$ cat src/rtl/sss_pkg.sv
// package: constants, types and register map of the sensor serial slave
// ============================================================
// Overview of operation
// write: address+write, command, data, stop; every byte acked, data stored at command
// read: address+write, command, repeated start, address+read, one data byte, nack
// send byte only loads the register pointer, no register changes
// host never writes register data with a send byte transaction
// receive byte returns register at pointer and leaves pointer unchanged
// slave only: never starts transactions, never makes start or stop
// answers the alert response address with its own address
// answers one fixed 7-bit slave address chosen per variant
// wrong address or unsupported sequence: no ack, registers unchanged
// tolerates held-low serial clock, never stretches it
// 25 ms of bus silence returns the interface to idle
// run mode: repeated conversions at rate from configuration low bits
// standby: no conversions, bus alive, one-shot runs one full set
// after a one-shot set the block falls back to standby by itself
// 11-bit results in legacy or extended (minus 64 degrees) format
// three zones, internal and two remote, each with its own result
// 6-bit writable ideality setting per remote zone
// high byte read latches matching low byte for a consistent pair
// undefined addresses read 00h, writes there do nothing
// one full three-zone conversion set takes 62 ms
// command byte also loads the pointer for later receive bytes
// ack by pulling data low in the ninth clock, otherwise released
package sss_pkg;
  localparam int          SSS_CLK_HZ    = 20_000_000;
  localparam int          SSS_TO_MS     = 25;
  localparam int          SSS_CONV_MS   = 62;
  localparam logic [6:0]  SSS_ADDR_DEF  = 7'h2A;  // arbitrary default, set per variant
  localparam logic [6:0]  SSS_ARA_ADDR  = 7'h0C;
  // register read and write addresses
  localparam logic [7:0]  SSS_RD_INT_H  = 8'h00;
  localparam logic [7:0]  SSS_RD_INT_L  = 8'h23;
  localparam logic [7:0]  SSS_RD_R1_H   = 8'h01;
  localparam logic [7:0]  SSS_RD_R1_L   = 8'h10;
  localparam logic [7:0]  SSS_RD_R2_H   = 8'hF8;
  localparam logic [7:0]  SSS_RD_R2_L   = 8'hF9;
  localparam logic [7:0]  SSS_RD_X1_H   = 8'hFA;
  localparam logic [7:0]  SSS_RD_X1_L   = 8'hFB;
  localparam logic [7:0]  SSS_RD_X2_H   = 8'hFC;
  localparam logic [7:0]  SSS_RD_X2_L   = 8'hFD;
  localparam logic [7:0]  SSS_RD_STAT   = 8'h02;
  localparam logic [7:0]  SSS_RD_CFG    = 8'h03;
  localparam logic [7:0]  SSS_WR_CFG    = 8'h09;
  localparam logic [7:0]  SSS_WR_ONESHOT = 8'h0F;
  localparam logic [7:0]  SSS_RW_IDEAL1 = 8'h27;
  localparam logic [7:0]  SSS_RW_IDEAL2 = 8'h28;
  localparam logic [7:0]  SSS_RD_PID    = 8'hED;
  localparam logic [7:0]  SSS_RD_MID    = 8'hFE;
  localparam logic [7:0]  SSS_RD_REV    = 8'hFF;
  // reset values and fields
  localparam logic [7:0]  SSS_CFG_DEF   = 8'h47;
  localparam logic [5:0]  SSS_IDEAL_DEF = 6'h12;
  localparam int          SSS_CFG_STBY  = 6;
  localparam int          SSS_STAT_BUSY = 7;
  // result coding, units of 0.125 degree, and conversion gap base
  localparam logic [10:0]        SSS_FAULT_CODE = 11'h400;
  localparam logic signed [12:0] SSS_CLIP_LO    = -13'sh01FF;
  localparam logic signed [12:0] SSS_CLIP_X_LO  = -13'sh03FF;
  localparam logic signed [12:0] SSS_CLIP_HI    = 13'sh03FF;
  localparam logic signed [12:0] SSS_EXT_OFS    = 13'sh0200;
  localparam logic [7:0]         SSS_GAP_BASE   = 8'h80;

  typedef struct packed {
    logic              fault;
    logic signed [11:0] raw;
  } sss_zone_t;

  typedef enum logic [2:0] {
    SSS_IDLE = 3'b000, SSS_ADDR = 3'b001, SSS_AACK = 3'b011, SSS_RXB = 3'b010,
    SSS_RACK = 3'b110, SSS_TXB = 3'b111, SSS_TACK = 3'b101, SSS_IGNR = 3'b100
  } sss_bus_st_t;

  typedef enum logic [1:0] {
    SSS_C_IDLE = 2'b00, SSS_C_CONV = 2'b01, SSS_C_GAP = 2'b11
  } sss_conv_st_t;
endpackage

$ cat src/rtl/sss_sensor_slave.sv
// module: two-wire slave interface, byte registers and conversion sequencing
module sss_sensor_slave #(
  parameter int         TO_CYC     = sss_pkg::SSS_TO_MS * (sss_pkg::SSS_CLK_HZ / 1000),
  parameter int         CONV_CYC   = sss_pkg::SSS_CONV_MS * (sss_pkg::SSS_CLK_HZ / 1000),
  parameter logic [6:0] SLAVE_ADDR = sss_pkg::SSS_ADDR_DEF,
  parameter logic [7:0] PROD_ID    = 8'hA1,  // arbitrary value
  parameter logic [7:0] MFR_ID     = 8'hB2,  // arbitrary value
  parameter logic [7:0] REV_ID     = 8'hC3   // arbitrary value
) (
  input  wire logic               mclk_in,
  input  wire logic               rst_n_in,
  input  wire logic               ce_in,
  input  wire logic               serial_clock_pin_in,
  input  wire logic               sda_in,
  input  wire logic               alert_req_in,
  input  wire sss_pkg::sss_zone_t zone_int_in,
  input  wire sss_pkg::sss_zone_t zone_r1_in,
  input  wire sss_pkg::sss_zone_t zone_r2_in,
  output logic                    sda_out,
  output logic                    sda_oe_out,
  output logic                    conv_busy_out,
  output logic                    standby_out,
  output logic [5:0]              ideal1_out,
  output logic [5:0]              ideal2_out
);
  import sss_pkg::*;

  // ============================================================
  // pin synchronisers and edge detection
  logic [2:0]  scl_s_r;
  logic [2:0]  sda_s_r;
  logic        scl_f_r;
  logic        sda_f_r;
  logic        scl_p_r;
  logic        sda_p_r;
  logic        rise;
  logic        fall;
  logic        start_ev;
  logic        stop_ev;
  logic        any_edge;

  // idle bus is high, so reset to high avoids a false start
  always_ff @(posedge mclk_in or negedge rst_n_in) begin
    if (!rst_n_in) begin
      scl_s_r <= 3'h7;
      sda_s_r <= 3'h7;
      scl_f_r <= 1'b1;
      sda_f_r <= 1'b1;
      scl_p_r <= 1'b1;
      sda_p_r <= 1'b1;
    end else if (ce_in) begin
      scl_s_r <= {scl_s_r[1:0], serial_clock_pin_in};
      sda_s_r <= {sda_s_r[1:0], sda_in};
      if (scl_s_r[1] == scl_s_r[2]) scl_f_r <= scl_s_r[2];
      if (sda_s_r[1] == sda_s_r[2]) sda_f_r <= sda_s_r[2];
      scl_p_r <= scl_f_r;
      sda_p_r <= sda_f_r;
    end
  end

  // clock is only watched, a long low phase simply waits
  assign rise     = scl_f_r & ~scl_p_r;
  assign fall     = ~scl_f_r & scl_p_r;
  assign start_ev = scl_f_r & scl_p_r & ~sda_f_r & sda_p_r;
  assign stop_ev  = scl_f_r & scl_p_r & sda_f_r & ~sda_p_r;
  assign any_edge = (scl_f_r ^ scl_p_r) | (sda_f_r ^ sda_p_r);

  // ============================================================
  // register state and read mux
  sss_bus_st_t  st_r;
  sss_conv_st_t cst_r;
  logic [7:0]   ptr_r;
  logic [7:0]   cfg_r;
  logic [5:0]   ideal1_r;
  logic [5:0]   ideal2_r;
  logic         oneshot_r;
  logic [1:0]   flt_r;
  logic [10:0]  res_r [5];
  logic [2:0]   lo_r  [5];
  logic [7:0]   sh_r;
  logic [7:0]   tx_r;
  logic [2:0]   bit_r;
  logic [1:0]   idx_r;
  logic         oe_r;
  logic         drv_r;
  logic         rw_r;
  logic         ara_r;
  logic [20:0]  to_cnt_r;
  logic         to_hit;
  logic [7:0]   rx_byte;
  logic         rx_done;
  logic         tx_load;
  logic [7:0]   tx_nxt;
  logic         standby;

  assign standby = cfg_r[SSS_CFG_STBY];
  assign rx_byte = {sh_r[6:0], sda_f_r};

  // zone index of a result register, 7 when not a result
  function automatic logic [2:0] zone_of(input logic [7:0] a);
    case (a)
      SSS_RD_INT_H, SSS_RD_INT_L: zone_of = 3'h0;
      SSS_RD_R1_H, SSS_RD_R1_L:   zone_of = 3'h1;
      SSS_RD_R2_H, SSS_RD_R2_L:   zone_of = 3'h2;
      SSS_RD_X1_H, SSS_RD_X1_L:   zone_of = 3'h3;
      SSS_RD_X2_H, SSS_RD_X2_L:   zone_of = 3'h4;
      default:                    zone_of = 3'h7;
    endcase
  endfunction

  function automatic logic is_high(input logic [7:0] a);
    is_high = (a == SSS_RD_INT_H) || (a == SSS_RD_R1_H) || (a == SSS_RD_R2_H) ||
              (a == SSS_RD_X1_H) || (a == SSS_RD_X2_H);
  endfunction

  always_comb begin
    logic [2:0] z;
    z = zone_of(ptr_r);
    tx_nxt = 8'h00;
    if (ara_r) begin
      tx_nxt = {SLAVE_ADDR, 1'b0};
    end else if (z != 3'h7) begin
      tx_nxt = is_high(ptr_r) ? res_r[z][10:3] : {lo_r[z], 5'h00};
    end else begin
      case (ptr_r)
        SSS_RD_STAT:   tx_nxt = {conv_busy_out, 5'h00, flt_r};
        SSS_RD_CFG:    tx_nxt = cfg_r;
        SSS_RW_IDEAL1: tx_nxt = {2'h0, ideal1_r};
        SSS_RW_IDEAL2: tx_nxt = {2'h0, ideal2_r};
        SSS_RD_PID:    tx_nxt = PROD_ID;
        SSS_RD_MID:    tx_nxt = MFR_ID;
        SSS_RD_REV:    tx_nxt = REV_ID;
        default:       tx_nxt = 8'h00;
      endcase
    end
  end

  // ============================================================
  // inactivity timeout
  assign to_hit = (to_cnt_r == 21'(TO_CYC - 1));

  always_ff @(posedge mclk_in or negedge rst_n_in) begin
    if (!rst_n_in) begin
      to_cnt_r <= '0;
    end else if (ce_in) begin
      if (st_r == SSS_IDLE || any_edge || to_hit) to_cnt_r <= '0;
      else to_cnt_r <= to_cnt_r + 21'h1;
    end
  end

  // ============================================================
  // bus state machine
  assign rx_done = (st_r == SSS_RXB) && rise && (bit_r == 3'h7) && (idx_r < 2'h2);
  assign tx_load = (st_r == SSS_AACK) && fall && drv_r && rw_r;

  always_ff @(posedge mclk_in or negedge rst_n_in) begin
    if (!rst_n_in) begin
      st_r  <= SSS_IDLE;
      sh_r  <= 8'h00;
      tx_r  <= 8'h00;
      bit_r <= 3'h0;
      idx_r <= 2'h0;
      oe_r  <= 1'b0;
      drv_r <= 1'b0;
      rw_r  <= 1'b0;
      ara_r <= 1'b0;
    end else if (ce_in) begin
      if (to_hit) begin
        st_r <= SSS_IDLE;
        oe_r <= 1'b0;
      end else if (start_ev) begin
        st_r  <= SSS_ADDR;
        bit_r <= 3'h0;
        oe_r  <= 1'b0;
        drv_r <= 1'b0;
      end else if (stop_ev) begin
        st_r <= SSS_IDLE;
        oe_r <= 1'b0;
      end else begin
        case (st_r)
          SSS_ADDR: if (rise) begin
            sh_r  <= rx_byte;
            bit_r <= bit_r + 3'h1;
            if (bit_r == 3'h7) begin
              rw_r  <= sda_f_r;
              idx_r <= 2'h0;
              ara_r <= (sh_r[6:0] == SSS_ARA_ADDR);
              if (sh_r[6:0] == SLAVE_ADDR) st_r <= SSS_AACK;
              else if (sh_r[6:0] == SSS_ARA_ADDR && sda_f_r && alert_req_in) st_r <= SSS_AACK;
              else st_r <= SSS_IGNR;
            end
          end
          SSS_AACK: if (fall) begin
            if (!drv_r) begin
              oe_r  <= 1'b1;
              drv_r <= 1'b1;
            end else begin
              drv_r <= 1'b0;
              bit_r <= 3'h0;
              if (rw_r) begin
                oe_r <= ~tx_nxt[7];
                tx_r <= {tx_nxt[6:0], 1'b0};
                st_r <= SSS_TXB;
              end else begin
                oe_r <= 1'b0;
                st_r <= SSS_RXB;
              end
            end
          end
          SSS_RXB: if (rise) begin
            sh_r  <= rx_byte;
            bit_r <= bit_r + 3'h1;
            // a third byte is not a supported sequence
            if (bit_r == 3'h7) st_r <= (idx_r < 2'h2) ? SSS_RACK : SSS_IGNR;
          end
          SSS_RACK: if (fall) begin
            if (!drv_r) begin
              oe_r  <= 1'b1;
              drv_r <= 1'b1;
            end else begin
              oe_r  <= 1'b0;
              drv_r <= 1'b0;
              bit_r <= 3'h0;
              idx_r <= idx_r + 2'h1;
              st_r  <= SSS_RXB;
            end
          end
          SSS_TXB: begin
            if (rise) begin
              bit_r <= bit_r + 3'h1;
              if (bit_r == 3'h7) st_r <= SSS_TACK;
            end
            // data changes only with the clock low, so no start or stop is ever made
            if (fall) begin
              oe_r <= ~tx_r[7];
              tx_r <= {tx_r[6:0], 1'b0};
            end
          end
          SSS_TACK: begin
            if (fall) oe_r <= 1'b0;
            // one byte per read; a host ack asks for more than is supported
            if (rise) st_r <= SSS_IGNR;
          end
          SSS_IGNR: oe_r <= 1'b0;
          default: st_r <= SSS_IDLE;
        endcase
      end
    end
  end

  assign sda_out    = 1'b0;
  assign sda_oe_out = oe_r;

  // ============================================================
  // pointer and writable registers
  always_ff @(posedge mclk_in or negedge rst_n_in) begin
    if (!rst_n_in) begin
      ptr_r     <= 8'h00;
      cfg_r     <= SSS_CFG_DEF;
      ideal1_r  <= SSS_IDEAL_DEF;
      ideal2_r  <= SSS_IDEAL_DEF;
      oneshot_r <= 1'b0;
    end else if (ce_in) begin
      if (cst_r == SSS_C_CONV) oneshot_r <= 1'b0;
      if (rx_done && idx_r == 2'h0) ptr_r <= rx_byte;
      if (rx_done && idx_r == 2'h1) begin
        case (ptr_r)
          SSS_WR_CFG:     cfg_r <= rx_byte;
          SSS_WR_ONESHOT: if (standby) oneshot_r <= 1'b1;
          SSS_RW_IDEAL1:  ideal1_r <= rx_byte[5:0];
          SSS_RW_IDEAL2:  ideal2_r <= rx_byte[5:0];
          default: ;
        endcase
      end
    end
  end

  assign ideal1_out  = ideal1_r;
  assign ideal2_out  = ideal2_r;
  assign standby_out = standby;

  // ============================================================
  // conversion sequencing and result capture
  logic [20:0] ccnt_r;
  logic [7:0]  slot_r;
  logic        cend;
  logic [7:0]  gap_slots;

  assign cend      = (ccnt_r == 21'(CONV_CYC - 1));
  assign gap_slots = SSS_GAP_BASE >> cfg_r[2:0];

  function automatic logic [10:0] clip(input logic signed [12:0] x, input logic signed [12:0] lo);
    if (x < lo) clip = lo[10:0];
    else if (x > SSS_CLIP_HI) clip = SSS_CLIP_HI[10:0];
    else clip = x[10:0];
  endfunction

  always_ff @(posedge mclk_in or negedge rst_n_in) begin
    if (!rst_n_in) begin
      cst_r  <= SSS_C_IDLE;
      ccnt_r <= '0;
      slot_r <= 8'h00;
    end else if (ce_in) begin
      case (cst_r)
        SSS_C_IDLE: begin
          ccnt_r <= '0;
          if (!standby || oneshot_r) cst_r <= SSS_C_CONV;
        end
        SSS_C_CONV: begin
          ccnt_r <= cend ? '0 : ccnt_r + 21'h1;
          slot_r <= 8'h00;
          if (cend) cst_r <= standby ? SSS_C_IDLE : SSS_C_GAP;
        end
        SSS_C_GAP: begin
          ccnt_r <= cend ? '0 : ccnt_r + 21'h1;
          if (cend) slot_r <= slot_r + 8'h01;
          if (standby) cst_r <= SSS_C_IDLE;
          else if (cend && slot_r + 8'h01 >= gap_slots) cst_r <= SSS_C_CONV;
        end
        default: cst_r <= SSS_C_IDLE;
      endcase
    end
  end

  assign conv_busy_out = (cst_r == SSS_C_CONV);

  always_ff @(posedge mclk_in or negedge rst_n_in) begin
    if (!rst_n_in) begin
      flt_r <= 2'h0;
      for (int i = 0; i < 5; i++) begin
        res_r[i] <= 11'h000;
        lo_r[i]  <= 3'h0;
      end
    end else if (ce_in) begin
      if (cst_r == SSS_C_CONV && cend) begin
        flt_r    <= {zone_r2_in.fault, zone_r1_in.fault};
        res_r[0] <= clip(13'(zone_int_in.raw), SSS_CLIP_LO);
        res_r[1] <= zone_r1_in.fault ? SSS_FAULT_CODE : clip(13'(zone_r1_in.raw), SSS_CLIP_LO);
        res_r[2] <= zone_r2_in.fault ? SSS_FAULT_CODE : clip(13'(zone_r2_in.raw), SSS_CLIP_LO);
        res_r[3] <= zone_r1_in.fault ? SSS_FAULT_CODE :
                    clip(13'(zone_r1_in.raw) - SSS_EXT_OFS, SSS_CLIP_X_LO);
        res_r[4] <= zone_r2_in.fault ? SSS_FAULT_CODE :
                    clip(13'(zone_r2_in.raw) - SSS_EXT_OFS, SSS_CLIP_X_LO);
      end
      if (tx_load && !ara_r && is_high(ptr_r)) lo_r[zone_of(ptr_r)] <= res_r[zone_of(ptr_r)][2:0];
    end
  end
endmodule

$ cat config.mk
export PLATFORM = sky130hd
export DESIGN_NAME = sss_sensor_slave
export DESIGN_NICKNAME = d
export VERILOG_FILES = /design/src/rtl/sss_pkg.sv /design/src/rtl/sss_sensor_slave.sv
export SDC_FILE = /design/constraint.sdc
export NUM_CORES = 1
export LEC_CHECK = 0
export ABC_AREA = 1
export BUFFER_PORTS_ARGS = -buffer_cell sky130_fd_sc_hd__clkbuf_2
export CAP_MARGIN = 30
export CORE_UTILIZATION = 41
export CTS_BUF_LIST = sky130_fd_sc_hd__clkbuf_8
export DETAILED_ROUTE_END_ITERATION = 10
export PLACE_DENSITY = 0.56
export SYNTH_ARGS = -nofsm -noshare
export SYNTH_HDL_FRONTEND = slang
export SYNTH_SLANG_ARGS = --single-unit
$ cat constraint.sdc
create_clock -name mclk_in -period 2 [get_ports mclk_in]
set_input_delay 0.1 -clock mclk_in [delete_from_list [all_inputs] [get_ports mclk_in]]
set_output_delay 0.1 -clock mclk_in [all_outputs]
set_load 0.02 [all_outputs]
==> metrics.md <==
| Metric | Value |
|---|---|
| Initial core utilization | `41.8%` |
| DRT iter0 DRCs | `626` |
| Vias | `10500` |
| DIE HEIGHT | `162 um` |
| Reg power frac | `51.1%` |
| Hold EP | `res_r[31]$_DFFE_PN0P_` |
| DRC Markers | `0` |
| Ratio of cells with drive above 1 in the final layout | `32.9%` |
| CP max-delay cell | `dfrtp_1` |
| CTS tree | `yes` |
| Syn_area_per_cell | `around 7.6 um2` |
| Root Buffer | `clkbuf_8` |
| Synth Register Bits | `189` |
| Mapped cell area | `roughly 11000 um2` |
| Floorplan die width | `162 um` |
| Final Total Pwr | `8230 uW` |
| P_sw | `2550 uW` |
| Logic gate share of total power | `roughly 18%` |
| Final Hold Vio Count | `0` |
| Leak pwr | `0.00692 uW` |
| Clk slew on worst S/H paths | `110 ps` |
| Cells after Synth | `around 1400` |
| Syn nets | `between 1000 and 1500` |
| Remaining Overflow, GRT | `0` |
| Period Utilization, post-route | `108%` |
| Pre-CTS WS | `-230 ps` |
| Worst vdd ir | `356 uV` |
| DP HPWL | `22400 um` |
| FF-to-FF setup slack | `-170 ps` |
| Setup TNS | `-2200 ps` |
| Routed Wire Length | `32000 um` |
| PnR worst setup slack | `-170 ps` |
| Post-layout util | `58.6%` |
| Worst reg2reg path endpoint | `cst_r[1]$_DFFE_PN0P_` |
| Int Pwr | `5680 uW` |
| Seq/Total Area, Yosys | `45.0%` |
| Clock tree buffer depth | `2` |
| Slowest stage delay, CP | `410 ps` |
| Sw frac | `31.0%` |
| Pwr/cell area | `556 nW/um2` |
| Total GRT Usage | `approximately 25%` |
| Inserted Clock Buffers | `17` |
| Min-delay worst type | `in2reg` |
| Max FO, Critical Path | `3` |
| Synth cell types | `57` |
| Global-route wire length before repair | `51100 um` |
| Ant diodes | `0` |
| Fin area | `~15000 um2` |
| Clock sink count | `189` |
| Placed inst area | `between 10000 and 15000 um2` |
| Nature of the critical path startpoint | `register` |
| Slew Viols, Final | `0` |
| Max-Cap Viols | `0` |
| RSZ-0062 raised after global routing | `true` |
| Initial antenna violation count | `0` |
| Required time worst endpoint | `around 2400 ps` |
| Clock Latency Late Sink | `470 ps` |
| Final setup violating endpoints | `42` |
| Clock power frac | `around 30%` |
| Worst Path Arrival | `2530 ps` |
| Crit. Startpoint | `slot_r[1]$_DFFE_PN0P_` |
| Syn-to-layout area delta | `40.2%` |
| # rows | `58` |
| Yosys warns | `0` |
| Clock skew | `26.6 ps` |
| Minimum clock period | `approximately 2200 ps` |
| Routed WL per cell | `15.8 um` |
| Core ar. | `25300 um2` |
| Failing checks | `setup timing` |
| Top Ports | `61` |
| Min-Delay Path Depth | `3` |
| Relative slew slack | `a little under two fifths` |
| Vias in the first global route | `10200` |
| Highest Clock Rate | `461 MHz` |
| Net count reported at finish | `1756` |
| Largest net degree at the start of global routing | `51` |
| Least-Margin Pin Slew | `around 940 ps` |
| GP Congestion | `0.896` |
| CP Cell Sequence | `ha_2 > nand2_2 > inv_2 > nand4_1 > xor2_1 > inv_1 > ha_1 > nand2_2 > nor2_2 > nand4_1 > o2111ai_1 > a21oi_1 > nand3_1 > nand3_2 > nand2_1 > o21ai_1` |
| Vias per cell | `5.18` |
| Min-Delay Startpoint | `zone_r2_in[10]` |
| I/O Buffers | `58` |
| Outcome | `finished, violations left` |
| CP endpoint kind | `register` |
| CP Class | `reg2reg` |
| DIE AREA | `26400 um2` |
| 1st-pass router iterations | `6` |
| CTS H-tree lvls | `4` |
| FF-to-FF Start | `slot_r[1]$_DFFE_PN0P_` |
| Antenna Nets Post-Route | `0` |
| R2R cell count | `16` |
==> critical path, delay by kind of cell, from the launching register on <==
| kind | cells | cell delay (ps) |
|---|---|---|
| DFF | 1 | 410 |
| xor gates and xnor gates | 1 | 170 |
| adders and majority gates | 2 | 470 |
| and+or+nand+nor | 8 | 670 |
| AOI/OAI and AO/OA | 3 | 240 |
| buffers and inverters | 2 | 100 |
==> power groups by stage <==
stage	Sequential [uW]	Clock, uW	Combinational [uW]
2_1_floorplan	4240	0	645
3_3_place_gp	4260	0	1200
3_5_place_dp	4270	0	1220
4_1_cts	4200	2630	1330
5_1_grt	4240	2800	1650
6_report	4210	2550	1480
==> how the worst max path moves through the flow <==
stage,to,slack [ps],depth (start not counted)
4_1_cts,cst_r[1]$_DFFE_PN0P_,-150,16
3_5_place_dp,res_r[21]$_DFFE_PN0P_,-230,13
5_1_grt,cst_r[1]$_DFFE_PN0P_,-380,15
2_1_floorplan,cst_r[1]$_DFFE_PN0P_,-60,15
6_report,cst_r[1]$_DFFE_PN0P_,-170,16
3_3_place_gp,res_r[21]$_DFFE_PN0P_,-220,13
==> cell usage after synthesis (all sizes together) <==
library cell / instances / share of area, %
dfstp: 18 / 4.5
a221oi: 5 / 0.58
nand4: 28 / 1.8
nor3: 44 / 2.2
o2111ai: 3 / 0.25
a21oi: 52 / 2.5
mux2: 1 / 0.11
nand3: 71 / 3.5
a21boi: 2 / 0.14
nand2: 310 / 11
a41oi: 1 / 0.083
mux2i: 1 / 0.095
ha: 26 / 3.1
o21bai: 2 / 0.14
o21ai: 170 / 8.1
o22ai: 34 / 2.0
clkbuf: 11 / 0.39
o22a: 1 / 0.083
nor2: 145 / 5.7
conb: 1 / 0.036
a22oi: 5 / 0.36
nor3b: 6 / 0.43
o32ai: 1 / 0.083
xor2: 7 / 0.58
and3: 2 / 0.12
o21a: 2 / 0.14
o311a: 1 / 0.095
xnor2: 1 / 0.083
o41ai: 1 / 0.083
clkinv: 1 / 0.036
dfrtp: 171 / 41
o31ai: 4 / 0.28
nor4: 17 / 1.0
or2: 5 / 0.30
a211oi: 7 / 0.50
a31oi: 3 / 0.18
buf: 21 / 1.1
a22o: 2 / 0.17
inv: 201 / 7.1
o211ai: 2 / 0.14
==> routing by layer <==
layer | global-route usage [%] | vias up | share of wire [%]
met2 | 40.1 | 252 | 48
met4 | 6.43 | 0 | 1.8
met1 | 33.9 | 5026 | 47
li1 | - | 5201 | -
met3 | 3.69 | 34 | 3.7
met5 | 0 | - | 0
==> final cells by class <==
type	instances	area, um2
clock inverter	15	150
inverter	202	772
sequential	189	4760
fill	2271	10400
clock buffer	17	234
multi-input combinational	964	5800
timing repair buffer	311	2680
tap	330	413
==> metrics by stage <==
| step | std cells | hold slack [ps] |
|---|---|---|
| after floorplan | 1386 | -196 |
| after global placement | 1905 | 55.2 |
| after detailed placement | 1905 | 56.2 |
| after CTS | 1999 | 30.8 |
| after global routing | 2028 | 20.9 |
| final | 2028 | 22.1 |
==> logic make-up (layout without fill, tap and decap cells) <==
kind of cell             after synthesis  in the layout  synth area share [%]
multiplexers                           2              2                 0.201
AO/OA/AOI/OAI                        298            298                  15.9
XOR/XNOR                               8              8                 0.663
flip-flops                           189            189                  45.0
other                                  1              1                0.0355
adder cells (fa/ha/maj)               26             26                  3.08
AND/OR/NAND/NOR                      628            629                  26.5
buffers and inverters                234            545                  8.64
==> layout by cell type, fill, tap and decap left out, types with 32 or more instances in the layout <==
cell and instances:
nand2_1 249, inv_1 174, buf_4 170, dfrtp_1 168, nor2_1 115, o21ai_0 109
clkbuf_2 57, nand3_1 49, nand2_2 48, a21oi_1 46, nor3_1 38, dlygate4sd3_1 37
o21ai_2 32
==> registers in the layout (all words and copies together) (netlist names), 6 cells and up <==
signal / count
ideal2_out: 6
ideal1_out: 6
res_r: 55
sh_r: 7
tx_r: 7
slot_r: 8
to_cnt_r: 21
ptr_r: 8
cfg_r: 8
ccnt_r: 21
lo_r: 15
==> repair_timing <==
item	in CTS	in global routing
gates cloned	5	6
endpoints found under the setup margin	75	141
hold buffers	37	0
pin swaps	36	59
gates resized for setup	95	219
buffers inserted	21	26
hold endpoints to repair	210	0
Note: power is estimated with default switching activity, not from simulation.
